$ cat src/hw/ccd_regs.svh
`ifndef CCD_REGS_SVH
`define CCD_REGS_SVH

// ----------------------------------------------------------------------------
// Register byte offsets
// ----------------------------------------------------------------------------
`define CCD_OFF_CMD 8'h00
`define CCD_OFF_STATUS 8'h04
`define CCD_OFF_ACC 8'h08
`define CCD_OFF_PC 8'h0C
`define CCD_OFF_PAGE 8'h10
`define CCD_OFF_STACK 8'h14
`define CCD_OFF_WDOG 8'h18
// Address bit that selects the data register file window
`define CCD_FILE_SEL_BIT 7

// ----------------------------------------------------------------------------
// Command word fields
// ----------------------------------------------------------------------------
`define CCD_CMD_OP_LSB 0
`define CCD_CMD_OP_MSB 2
`define CCD_CMD_DEST_BIT 3
`define CCD_CMD_FREG_LSB 4
`define CCD_CMD_FREG_MSB 10
`define CCD_CMD_LIT_LSB 16
`define CCD_CMD_LIT_MSB 26

// ----------------------------------------------------------------------------
// Status, page latch, stack and watchdog read fields
// ----------------------------------------------------------------------------
`define CCD_ST_ZERO_BIT 0
`define CCD_ST_SLEEP_BIT 1
`define CCD_ST_EXPIRY_BIT 2
`define CCD_ST_BUSY_BIT 3
`define CCD_ST_SKIP_BIT 4
`define CCD_PAGE_LSB 3
`define CCD_PAGE_MSB 4
`define CCD_STACK_LEVEL_LSB 16
`define CCD_WDOG_PRESC_LSB 8

// ----------------------------------------------------------------------------
// Reset and constant values
// ----------------------------------------------------------------------------
`define CCD_RST_ACC 8'h00
`define CCD_RST_PC 13'h0000
`define CCD_RST_PAGE 8'h00
`define CCD_RST_ZERO 1'b0
`define CCD_RST_SLEEP 1'b1
`define CCD_RST_EXPIRY 1'b1
`define CCD_RST_SKIP 1'b0
`define CCD_BYTE_ZERO 8'h00
`define CCD_BYTE_ONE 8'h01
`define CCD_PC_STEP 13'h0001
`define CCD_RD_IDLE 32'h0000_0000

`endif

$ cat src/hw/ccd_pkg.sv
package ccd_pkg;

  // Operation codes carried in the command word
  typedef enum logic [2:0] {
    CCD_NOP_OP = 3'h0,
    CCD_WATCHDOG_KICK_OP = 3'h1,
    CCD_CALL_OP = 3'h2,
    CCD_INVERT_OP = 3'h3,
    CCD_REG_CLEAR_OP = 3'h4,
    CCD_ACC_CLEAR_OP = 3'h5,
    CCD_REG_DECREMENT_OP = 3'h6,
    CCD_DECREMENT_SKIP_ON_NULL_OP = 3'h7
  } ccd_op_t;

  // Sequencer states
  typedef enum logic {
    CCD_ST_RUN,
    CCD_ST_CALL_TAIL
  } ccd_state_t;

endpackage

$ cat src/hw/ccd_core.sv
// The strobed register port and the placing of the registers are this design's own decisions.
`timescale 1ns/1ps
`include "ccd_regs.svh"

// Operation
// - Watchdog kick zeroes counter and prescaler
// - Watchdog kick sets expiry and sleep flags
// - Call pushes program counter plus one
// - Call loads literal, page bits fill top
// - Call takes two cycles, flags untouched
// - Invert complements register, updates zero flag
// - Register clear writes zero, sets zero
// - Accumulator clear writes zero, sets zero
// - Decrement register, update zero, select destination
// - Decrement-skip stores result, flags untouched
// - Zero result discards next instruction as nop
// - Seven-bit register address, one-bit destination
module ccd_core #(
  parameter int STACK_DEPTH = 8,
  parameter int WDOG_W = 8,
  parameter int PRESC_W = 8
) (
  // Clock and reset
  input wire logic core_clk,
  input wire logic arst_n,
  // Register port
  input wire logic [7:0] busAddr,
  input wire logic [31:0] busWrData,
  input wire logic busWrStb,
  input wire logic busRdStb,
  output logic [31:0] busRdData,
  // Core state
  output logic zeroFlag,
  output logic sleepFlag,
  output logic watchdogExpiryFlag,
  output logic [12:0] pcOut
);

  localparam int SPW = $clog2(STACK_DEPTH);

  // --------------------------------------------------------------------------
  // State
  // --------------------------------------------------------------------------
  ccd_pkg::ccd_state_t state_q;
  logic [7:0] acc_q;
  logic [12:0] pc_q;
  logic [7:0] pageLatchHigh_q;
  logic zero_q;
  logic sleep_q;
  logic expiry_q;
  logic skipPending_q;
  logic [WDOG_W-1:0] watchdogCounter_q;
  logic [PRESC_W-1:0] presc_q;
  logic [31:0] rdData_q;

  // --------------------------------------------------------------------------
  // Command decode
  // --------------------------------------------------------------------------
  logic cmdWr;
  ccd_pkg::ccd_op_t cmdOp;
  logic cmdDest;
  logic [6:0] cmdReg;
  logic [10:0] cmdLit;
  logic accept;
  logic discard;
  logic exec;

  // Fields of the command word
  assign cmdWr = busWrStb && (busAddr == `CCD_OFF_CMD);
  assign cmdOp = ccd_pkg::ccd_op_t'(busWrData[`CCD_CMD_OP_MSB:`CCD_CMD_OP_LSB]);
  assign cmdDest = busWrData[`CCD_CMD_DEST_BIT];
  assign cmdReg = busWrData[`CCD_CMD_FREG_MSB:`CCD_CMD_FREG_LSB];
  assign cmdLit = busWrData[`CCD_CMD_LIT_MSB:`CCD_CMD_LIT_LSB];

  // Commands during the call tail are refused; a pending skip eats one
  assign accept = cmdWr && (state_q == ccd_pkg::CCD_ST_RUN);
  assign discard = accept && skipPending_q;
  assign exec = accept && !skipPending_q;

  // --------------------------------------------------------------------------
  // Operand fetch and arithmetic
  // --------------------------------------------------------------------------
  logic [7:0] fileVal;
  logic [7:0] fileBusVal;
  logic [7:0] result;
  logic resZero;
  logic opUsesDest;

  // Result of the register operations
  always_comb begin
    result = `CCD_BYTE_ZERO;
    opUsesDest = 1'b0;
    case (cmdOp)
      ccd_pkg::CCD_INVERT_OP: begin
        result = ~fileVal;
        opUsesDest = 1'b1;
      end
      ccd_pkg::CCD_REG_DECREMENT_OP: begin
        result = fileVal - `CCD_BYTE_ONE;
        opUsesDest = 1'b1;
      end
      ccd_pkg::CCD_DECREMENT_SKIP_ON_NULL_OP: begin
        result = fileVal - `CCD_BYTE_ONE;
        opUsesDest = 1'b1;
      end
      default: begin
        result = `CCD_BYTE_ZERO;
        opUsesDest = 1'b0;
      end
    endcase
  end

  // Zero test over the full byte
  assign resZero = (result == `CCD_BYTE_ZERO);

  // --------------------------------------------------------------------------
  // Data register file
  // --------------------------------------------------------------------------
  logic fileWe;
  logic fileOpWe;
  logic [6:0] fileWrAddr;
  logic [7:0] fileWrData;
  logic fileBusWe;

  // Operation writes back to the register or clears it
  assign fileOpWe = exec && ((opUsesDest && cmdDest) ||
    (cmdOp == ccd_pkg::CCD_REG_CLEAR_OP));
  assign fileBusWe = busWrStb && busAddr[`CCD_FILE_SEL_BIT];
  assign fileWe = fileOpWe || fileBusWe;
  assign fileWrAddr = fileOpWe ? cmdReg : busAddr[6:0];
  assign fileWrData = fileOpWe ? result : busWrData[7:0];

  ccd_data_file #(
    .AW(7),
    .DW(8)
  ) uFile (
    .clk(core_clk),
    .wrEn(fileWe),
    .wrAddr(fileWrAddr),
    .wrData(fileWrData),
    .rdAddrA(cmdReg),
    .rdDataA(fileVal),
    .rdAddrB(busAddr[6:0]),
    .rdDataB(fileBusVal)
  );

  // --------------------------------------------------------------------------
  // Return stack
  // --------------------------------------------------------------------------
  logic stackPush;
  logic [12:0] stackHead;
  logic [SPW-1:0] stackLevel;

  // Return address is the following instruction
  assign stackPush = exec && (cmdOp == ccd_pkg::CCD_CALL_OP);

  ccd_return_stack #(
    .DEPTH(STACK_DEPTH),
    .W(13)
  ) uStack (
    .clk(core_clk),
    .arst_n(arst_n),
    .push(stackPush),
    .pushData(pc_q + `CCD_PC_STEP),
    .head(stackHead),
    .level(stackLevel)
  );

  // --------------------------------------------------------------------------
  // Sequencer
  // --------------------------------------------------------------------------
  // Call holds a second cycle; everything else retires at once
  always_ff @(posedge core_clk or negedge arst_n) begin
    if (!arst_n) begin
      state_q <= ccd_pkg::CCD_ST_RUN;
    end else begin
      case (state_q)
        ccd_pkg::CCD_ST_RUN: begin
          if (stackPush) begin
            state_q <= ccd_pkg::CCD_ST_CALL_TAIL;
          end
        end
        ccd_pkg::CCD_ST_CALL_TAIL: begin
          state_q <= ccd_pkg::CCD_ST_RUN;
        end
        default: begin
          state_q <= ccd_pkg::CCD_ST_RUN;
        end
      endcase
    end
  end

  // Skip request from a zero decrement-skip result
  always_ff @(posedge core_clk or negedge arst_n) begin
    if (!arst_n) begin
      skipPending_q <= `CCD_RST_SKIP;
    end else if (exec && (cmdOp == ccd_pkg::CCD_DECREMENT_SKIP_ON_NULL_OP)) begin
      skipPending_q <= resZero;
    end else if (discard) begin
      skipPending_q <= 1'b0;
    end
  end

  // --------------------------------------------------------------------------
  // Program counter and page latch
  // --------------------------------------------------------------------------
  // Program counter: call target, step, or software load
  always_ff @(posedge core_clk or negedge arst_n) begin
    if (!arst_n) begin
      pc_q <= `CCD_RST_PC;
    end else if (stackPush) begin
      pc_q <= {pageLatchHigh_q[`CCD_PAGE_MSB:`CCD_PAGE_LSB], cmdLit};
    end else if (accept) begin
      pc_q <= pc_q + `CCD_PC_STEP;
    end else if (busWrStb && (busAddr == `CCD_OFF_PC)) begin
      pc_q <= busWrData[12:0];
    end
  end

  // Page latch, software only
  always_ff @(posedge core_clk or negedge arst_n) begin
    if (!arst_n) begin
      pageLatchHigh_q <= `CCD_RST_PAGE;
    end else if (busWrStb && (busAddr == `CCD_OFF_PAGE)) begin
      pageLatchHigh_q <= busWrData[7:0];
    end
  end

  // --------------------------------------------------------------------------
  // Accumulator
  // --------------------------------------------------------------------------
  // Destination select zero lands the result here
  always_ff @(posedge core_clk or negedge arst_n) begin
    if (!arst_n) begin
      acc_q <= `CCD_RST_ACC;
    end else if (exec && opUsesDest && !cmdDest) begin
      acc_q <= result;
    end else if (exec && (cmdOp == ccd_pkg::CCD_ACC_CLEAR_OP)) begin
      acc_q <= `CCD_BYTE_ZERO;
    end else if (busWrStb && (busAddr == `CCD_OFF_ACC)) begin
      acc_q <= busWrData[7:0];
    end
  end

  // --------------------------------------------------------------------------
  // Status flags
  // --------------------------------------------------------------------------
  logic statusWr;
  logic wdogKick;
  logic wdogWrap;

  assign statusWr = busWrStb && (busAddr == `CCD_OFF_STATUS);
  assign wdogKick = exec && (cmdOp == ccd_pkg::CCD_WATCHDOG_KICK_OP);

  // Zero flag; call, skip and kick leave it alone
  always_ff @(posedge core_clk or negedge arst_n) begin
    if (!arst_n) begin
      zero_q <= `CCD_RST_ZERO;
    end else if (exec) begin
      case (cmdOp)
        ccd_pkg::CCD_INVERT_OP: zero_q <= resZero;
        ccd_pkg::CCD_REG_DECREMENT_OP: zero_q <= resZero;
        ccd_pkg::CCD_REG_CLEAR_OP: zero_q <= 1'b1;
        ccd_pkg::CCD_ACC_CLEAR_OP: zero_q <= 1'b1;
        default: zero_q <= zero_q;
      endcase
    end else if (statusWr) begin
      zero_q <= busWrData[`CCD_ST_ZERO_BIT];
    end
  end

  // Sleep flag set by the kick
  always_ff @(posedge core_clk or negedge arst_n) begin
    if (!arst_n) begin
      sleep_q <= `CCD_RST_SLEEP;
    end else if (wdogKick) begin
      sleep_q <= 1'b1;
    end else if (statusWr) begin
      sleep_q <= busWrData[`CCD_ST_SLEEP_BIT];
    end
  end

  // Expiry flag: kick sets it, a counter wrap drops it
  always_ff @(posedge core_clk or negedge arst_n) begin
    if (!arst_n) begin
      expiry_q <= `CCD_RST_EXPIRY;
    end else if (wdogKick) begin
      expiry_q <= 1'b1;
    end else if (wdogWrap) begin
      expiry_q <= 1'b0;
    end else if (statusWr) begin
      expiry_q <= busWrData[`CCD_ST_EXPIRY_BIT];
    end
  end

  // --------------------------------------------------------------------------
  // Watchdog counter and prescaler
  // --------------------------------------------------------------------------
  logic prescTick;

  assign prescTick = (presc_q == {PRESC_W{1'b1}});
  assign wdogWrap = prescTick && (watchdogCounter_q == {WDOG_W{1'b1}});

  // Free-running count, cleared by the kick
  always_ff @(posedge core_clk or negedge arst_n) begin
    if (!arst_n) begin
      presc_q <= '0;
      watchdogCounter_q <= '0;
    end else if (wdogKick) begin
      presc_q <= '0;
      watchdogCounter_q <= '0;
    end else begin
      presc_q <= presc_q + PRESC_W'(1);
      if (prescTick) begin
        watchdogCounter_q <= watchdogCounter_q + WDOG_W'(1);
      end
    end
  end

  // --------------------------------------------------------------------------
  // Register read
  // --------------------------------------------------------------------------
  logic [31:0] rdMux;

  // Read selection; unmapped addresses read zero
  always_comb begin
    rdMux = `CCD_RD_IDLE;
    if (busAddr[`CCD_FILE_SEL_BIT]) begin
      rdMux[7:0] = fileBusVal;
    end else begin
      case (busAddr)
        `CCD_OFF_STATUS: begin
          rdMux[`CCD_ST_ZERO_BIT] = zero_q;
          rdMux[`CCD_ST_SLEEP_BIT] = sleep_q;
          rdMux[`CCD_ST_EXPIRY_BIT] = expiry_q;
          rdMux[`CCD_ST_BUSY_BIT] = (state_q == ccd_pkg::CCD_ST_CALL_TAIL);
          rdMux[`CCD_ST_SKIP_BIT] = skipPending_q;
        end
        `CCD_OFF_ACC: rdMux[7:0] = acc_q;
        `CCD_OFF_PC: rdMux[12:0] = pc_q;
        `CCD_OFF_PAGE: rdMux[7:0] = pageLatchHigh_q;
        `CCD_OFF_STACK: begin
          rdMux[12:0] = stackHead;
          rdMux[`CCD_STACK_LEVEL_LSB +: SPW] = stackLevel;
        end
        `CCD_OFF_WDOG: begin
          rdMux[WDOG_W-1:0] = watchdogCounter_q;
          rdMux[`CCD_WDOG_PRESC_LSB +: PRESC_W] = presc_q;
        end
        default: rdMux = `CCD_RD_IDLE;
      endcase
    end
  end

  // Read data valid in the cycle after the strobe only
  always_ff @(posedge core_clk or negedge arst_n) begin
    if (!arst_n) begin
      rdData_q <= `CCD_RD_IDLE;
    end else begin
      rdData_q <= busRdStb ? rdMux : `CCD_RD_IDLE;
    end
  end

  // --------------------------------------------------------------------------
  // Outputs
  // --------------------------------------------------------------------------
  assign busRdData = rdData_q;
  assign zeroFlag = zero_q;
  assign sleepFlag = sleep_q;
  assign watchdogExpiryFlag = expiry_q;
  assign pcOut = pc_q;

endmodule // ccd_core

$ cat src/hw/ccd_data_file.sv
`timescale 1ns/1ps

// Data register file: one write port, two combinational read ports
module ccd_data_file #(
  parameter int AW = 7,
  parameter int DW = 8
) (
  // Clock
  input wire logic clk,
  // Write port
  input wire logic wrEn,
  input wire logic [AW-1:0] wrAddr,
  input wire logic [DW-1:0] wrData,
  // Read ports
  input wire logic [AW-1:0] rdAddrA,
  output logic [DW-1:0] rdDataA,
  input wire logic [AW-1:0] rdAddrB,
  output logic [DW-1:0] rdDataB
);

  logic [DW-1:0] mem [0:(1<<AW)-1];

  // Storage write
  always_ff @(posedge clk) begin
    if (wrEn) begin
      mem[wrAddr] <= wrData;
    end
  end

  // Read paths
  assign rdDataA = mem[rdAddrA];
  assign rdDataB = mem[rdAddrB];

endmodule // ccd_data_file

$ cat src/hw/ccd_return_stack.sv
`timescale 1ns/1ps

// Circular return stack; pushing past the depth overwrites the oldest entry
module ccd_return_stack #(
  parameter int DEPTH = 8,
  parameter int W = 13,
  parameter int PW = $clog2(DEPTH)
) (
  // Clock and reset
  input wire logic clk,
  input wire logic arst_n,
  // Push side
  input wire logic push,
  input wire logic [W-1:0] pushData,
  // Observation
  output logic [W-1:0] head,
  output logic [PW-1:0] level
);

  logic [W-1:0] mem [0:DEPTH-1];
  logic [PW-1:0] ptr_q;

  // Entry write
  always_ff @(posedge clk) begin
    if (push) begin
      mem[ptr_q] <= pushData;
    end
  end

  // Pointer advance, wraps at the depth
  always_ff @(posedge clk or negedge arst_n) begin
    if (!arst_n) begin
      ptr_q <= '0;
    end else if (push) begin
      ptr_q <= (ptr_q == PW'(DEPTH - 1)) ? '0 : ptr_q + PW'(1);
    end
  end

  // Head is the most recent entry
  assign head = mem[(ptr_q == '0) ? PW'(DEPTH - 1) : ptr_q - PW'(1)];
  assign level = ptr_q;

endmodule // ccd_return_stack

$ cat config.mk
export PLATFORM = sky130hd
export DESIGN_NAME = ccd_core
export DESIGN_NICKNAME = d
export VERILOG_FILES = /design/src/hw/ccd_pkg.sv /design/src/hw/ccd_core.sv /design/src/hw/ccd_data_file.sv /design/src/hw/ccd_return_stack.sv
export VERILOG_INCLUDE_DIRS = /design/src /design/src/hw
export SDC_FILE = /design/constraint.sdc
export NUM_CORES = 1
export LEC_CHECK = 0
export BUFFER_PORTS_ARGS = -buffer_cell sky130_fd_sc_hd__buf_2
export CELL_PAD_IN_SITES_DETAIL_PLACEMENT = 0
export CELL_PAD_IN_SITES_GLOBAL_PLACEMENT = 1
export CORE_MARGIN = 10
export CORE_UTILIZATION = 46
export CTS_BUF_LIST = sky130_fd_sc_hd__clkbuf_2 sky130_fd_sc_hd__clkbuf_4 sky130_fd_sc_hd__clkbuf_8
export DETAILED_ROUTE_END_ITERATION = 7
export GPL_ROUTABILITY_DRIVEN = 0
export HOLD_SLACK_MARGIN = 0.03
export PLACE_DENSITY = 0.76
export SYNTH_ARGS = -nofsm -noshare
export SYNTH_HDL_FRONTEND = slang
export SYNTH_SLANG_ARGS = --single-unit
$ cat constraint.sdc
create_clock -name core_clk -period 8.9 [get_ports core_clk]
set_input_delay 0.445 -clock core_clk [delete_from_list [all_inputs] [get_ports core_clk]]
set_output_delay 0.445 -clock core_clk [all_outputs]
set_load 0.05 [all_outputs]
==> results.toml <==
[run_status]
status = "finished, final reports clean"

[die]
die_x_um = 370
num_rows = 128
initial_core_util = 0.463
die_h_um = 370
core_um2 = 122000
die_area_um2 = 137000
io_pins = 92

[yosys]
syn_inst = 3042
synthArstFlopShare = 0.0600
yosys_warnings = 0
syn_area_per_cell_um2 = 18.5
mappedNetlistArea_um2 = 56200
ys_seq_elements = 1200
synthFlopType = "edfxtp_1"
synth-edff-count = 1128
ys_seq_area_frac = 0.634
synth_cell_type_count = 79

[worst_hold_path]
hp-class = "in2reg"
hold_depth = 3

[setup_path]
worstSetupPathType = "in2reg"
cp_max_fo = 92
crit_path_start_kind = "primary input"
crit_path_end_kind = "flip-flop"
cp.arrival_ns = 6.42
required_ns = 9.58
ff2ff_path_depth = 14

[global_route]
grt-ovfl-total = 0
grt_max_degree = 132
grt_use_total = 0.249
antenna_found_initial = 8
grt_first_pass_wirelength_um = 246000
grt_pass1_vias = 34113

[cells_and_area]
final_cell_area_um2 = 62400
fillCellCount = 9478
multi_input_comb_area_um2 = 19400
final_common_cell = "edfxtp_1"
drive_above_1_share = 0.327
synthToLayoutAreaGrowth_pct = 11.0
seq_area_um2 = 35700
layout_common_cells = "edfxtp_1, mux4_2, nor2_1"
nets = 3232

[job]
maxCapViolCount = 0

[timing]
rsz0062_at_grt = "false"
clock_skew_ns = 0.0898
slew_viol_final = 0
max_clock_freq_mhz = 174
min_period_ns = 5.74
max_slew.worst_pin.slew_ns = 1.31
max_slew_margin = 0.124
period_share = 0.645
finalHoldViolCount = 0
finalSetupTns_ns = 0
setup_viol = 0

[clocking]
cts.sinks = 1200
htree_num_levels = 4
cts_made_buffers = 191
worstSkewPairLatency_ns = 0.96
cts_setup_buffers = 0
tritoncts = "done"
path_clk_slew_ns = 0.06
cts_root_buffer = "clkbuf_8"
cts_buffer_depth = 3

[routing]
drtAntennaViolNets = 0
avgViaCountPerCell = 6.80
via_count = 33733
route.detailed.drc = 0
wl_per_cell_um = 34.7
first_pass_iters = 6
initialDrtViolationCount = 4901
drt_wl_total_um = 172000

[pwr]
power.density_nw_per_um2 = 197
irDropWorstVdd_v = 0.000156
leakage_uw = 0.0200

[place]
numPortBuffers = 70
dpl.hpwl_um = 111000
dpl_cell_area_um2 = 58200
[what timing repair did]
item	CTS	global route
resized for setup	0	0
endpoints found under the hold margin	99	0
setup endpoints to repair	0	0
hold buffers	22	0
[logic make-up (layout without fill, tap and decap cells)]
family | Yosys count | count (layout) | synth area share
compound gates | 352 | 352 | 0.0427
simple gates | 502 | 502 | 0.0399
flops | 1200 | 1200 | 0.634
mux | 706 | 706 | 0.253
other cells | 1 | 18 | 0.0000667
fa+ha+maj | 8 | 8 | 0.00178
buf+inv | 248 | 523 | 0.0240
xor+xnor | 25 | 25 | 0.00389
[metrics by stage]
stage                     hold slack [ns]  instances  setup slack [ns]  power (µW)   util
after floorplan                     0.149       3054            0.0983        7050      -
after global placement              0.463       4590              2.65        7390  0.479
after detailed placement            0.482       4590              2.54        7410  0.479
after CTS                          0.0320       4954              3.48       12300  0.513
after global routing                0.124       4957              3.13       12600  0.514
final                               0.116       4959              3.16       12300  0.514
[sequential cells by signal, summed over array words and instances, names as in the netlist, 8 cells and up]
name and flops:
uFile.mem 1024, busRdData 19, presc_q 8, watchdogCounter_q 8
pcOut 13, pageLatchHigh_q 8, acc_q 8, uStack.mem 104
[per-layer routing]
layer | up-vias | global-route usage | part of all wire
met5 | - | 0.00534 | 0.00064
met4 | 4 | 0.116 | 0.049
li1 | 13147 | - | -
met1 | 17757 | 0.329 | 0.36
met2 | 2389 | 0.381 | 0.47
met3 | 436 | 0.0709 | 0.12
[cell type report]
class                      instances  area share
inverter                          21     0.00126
sequential                      1200       0.572
antenna                            5    0.000200
timing repair buffer             160      0.0199
clock buffer                     269      0.0527
multi-input combinational       1606       0.311
clock inverter                    73      0.0108
tap                             1625      0.0326
[synth_stat cells (all sizes together) (6+ instances only)]
| cell | n | area share |
|---|---|---|
| edfxtp | 1128 | 0.60 |
| mux4 | 570 | 0.23 |
| nor2 | 210 | 0.014 |
| nand2 | 144 | 0.0096 |
| clkbuf | 121 | 0.0081 |
| buf | 106 | 0.014 |
| mux2i | 105 | 0.019 |
| o21ai | 71 | 0.0063 |
| dfrtp | 70 | 0.031 |
| a21oi | 58 | 0.0052 |
| a22oi | 56 | 0.0077 |
| nand3 | 44 | 0.0040 |
| o22ai | 39 | 0.0043 |
| mux2 | 31 | 0.0062 |
| a211oi | 28 | 0.0037 |
| nor3 | 25 | 0.0022 |
| inv | 18 | 0.0012 |
| o221ai | 16 | 0.0025 |
| a221oi | 14 | 0.0023 |
| a31oi | 14 | 0.0016 |
| nor2b | 14 | 0.0016 |
| xor2 | 14 | 0.0022 |
| nand4 | 13 | 0.0017 |
| a222oi | 11 | 0.0020 |
| xnor2 | 11 | 0.0017 |
| and3 | 9 | 0.0010 |
| a22o | 8 | 0.0012 |
| ha | 8 | 0.0018 |
| nand2b | 8 | 0.00089 |
| and2 | 6 | 0.00067 |
| nor4 | 6 | 0.0010 |
[worst paths after layout]
check                                               start                             end  slack (ns)
min in group asynchronous                          arst_n         busRdData[16]$_DFF_PN0_        0.19
setup / recovery                             busWrData[6]      uFile.mem[66][4]$_DFFE_PP_        3.16
hold reg to reg            pageLatchHigh_q[5]$_DFFE_PN0P_  pageLatchHigh_q[5]$_DFFE_PN0P_        0.49
setup reg to reg              uFile.mem[127][0]$_DFFE_PP_      uFile.mem[66][4]$_DFFE_PP_        3.81
max in group asynchronous                          arst_n            presc_q[7]$_DFF_PN0_        8.04
hold / removal                                   busWrStb           sleepFlag$_DFFE_PN1P_        0.12
[power breakdown]
group	leakage, µW	switching (µW)	internal, µW
Clock	0.00207	2230	2730
Combinational	0.00684	676	391
Sequential	0.0111	39.7	6210
Total	0.0200	2950	9330
[worst max-delay path, cell delays in order]
cell and delay (ns):
buf_4 0.36, buf_4 0.48, and2_1 0.80, buf_4 0.33, a22o_1 0.19, a211oi_1 0.08, o21ai_0 0.67, nand4_1 0.46
ha_1 0.35, inv_1 0.11, a41oi_2 0.07, a211oi_1 0.32, a211o_1 0.19, nand2_1 0.10, nand2_4 0.76, buf_4 0.50
No activity file was read; power rests on OpenSTA's default activity.
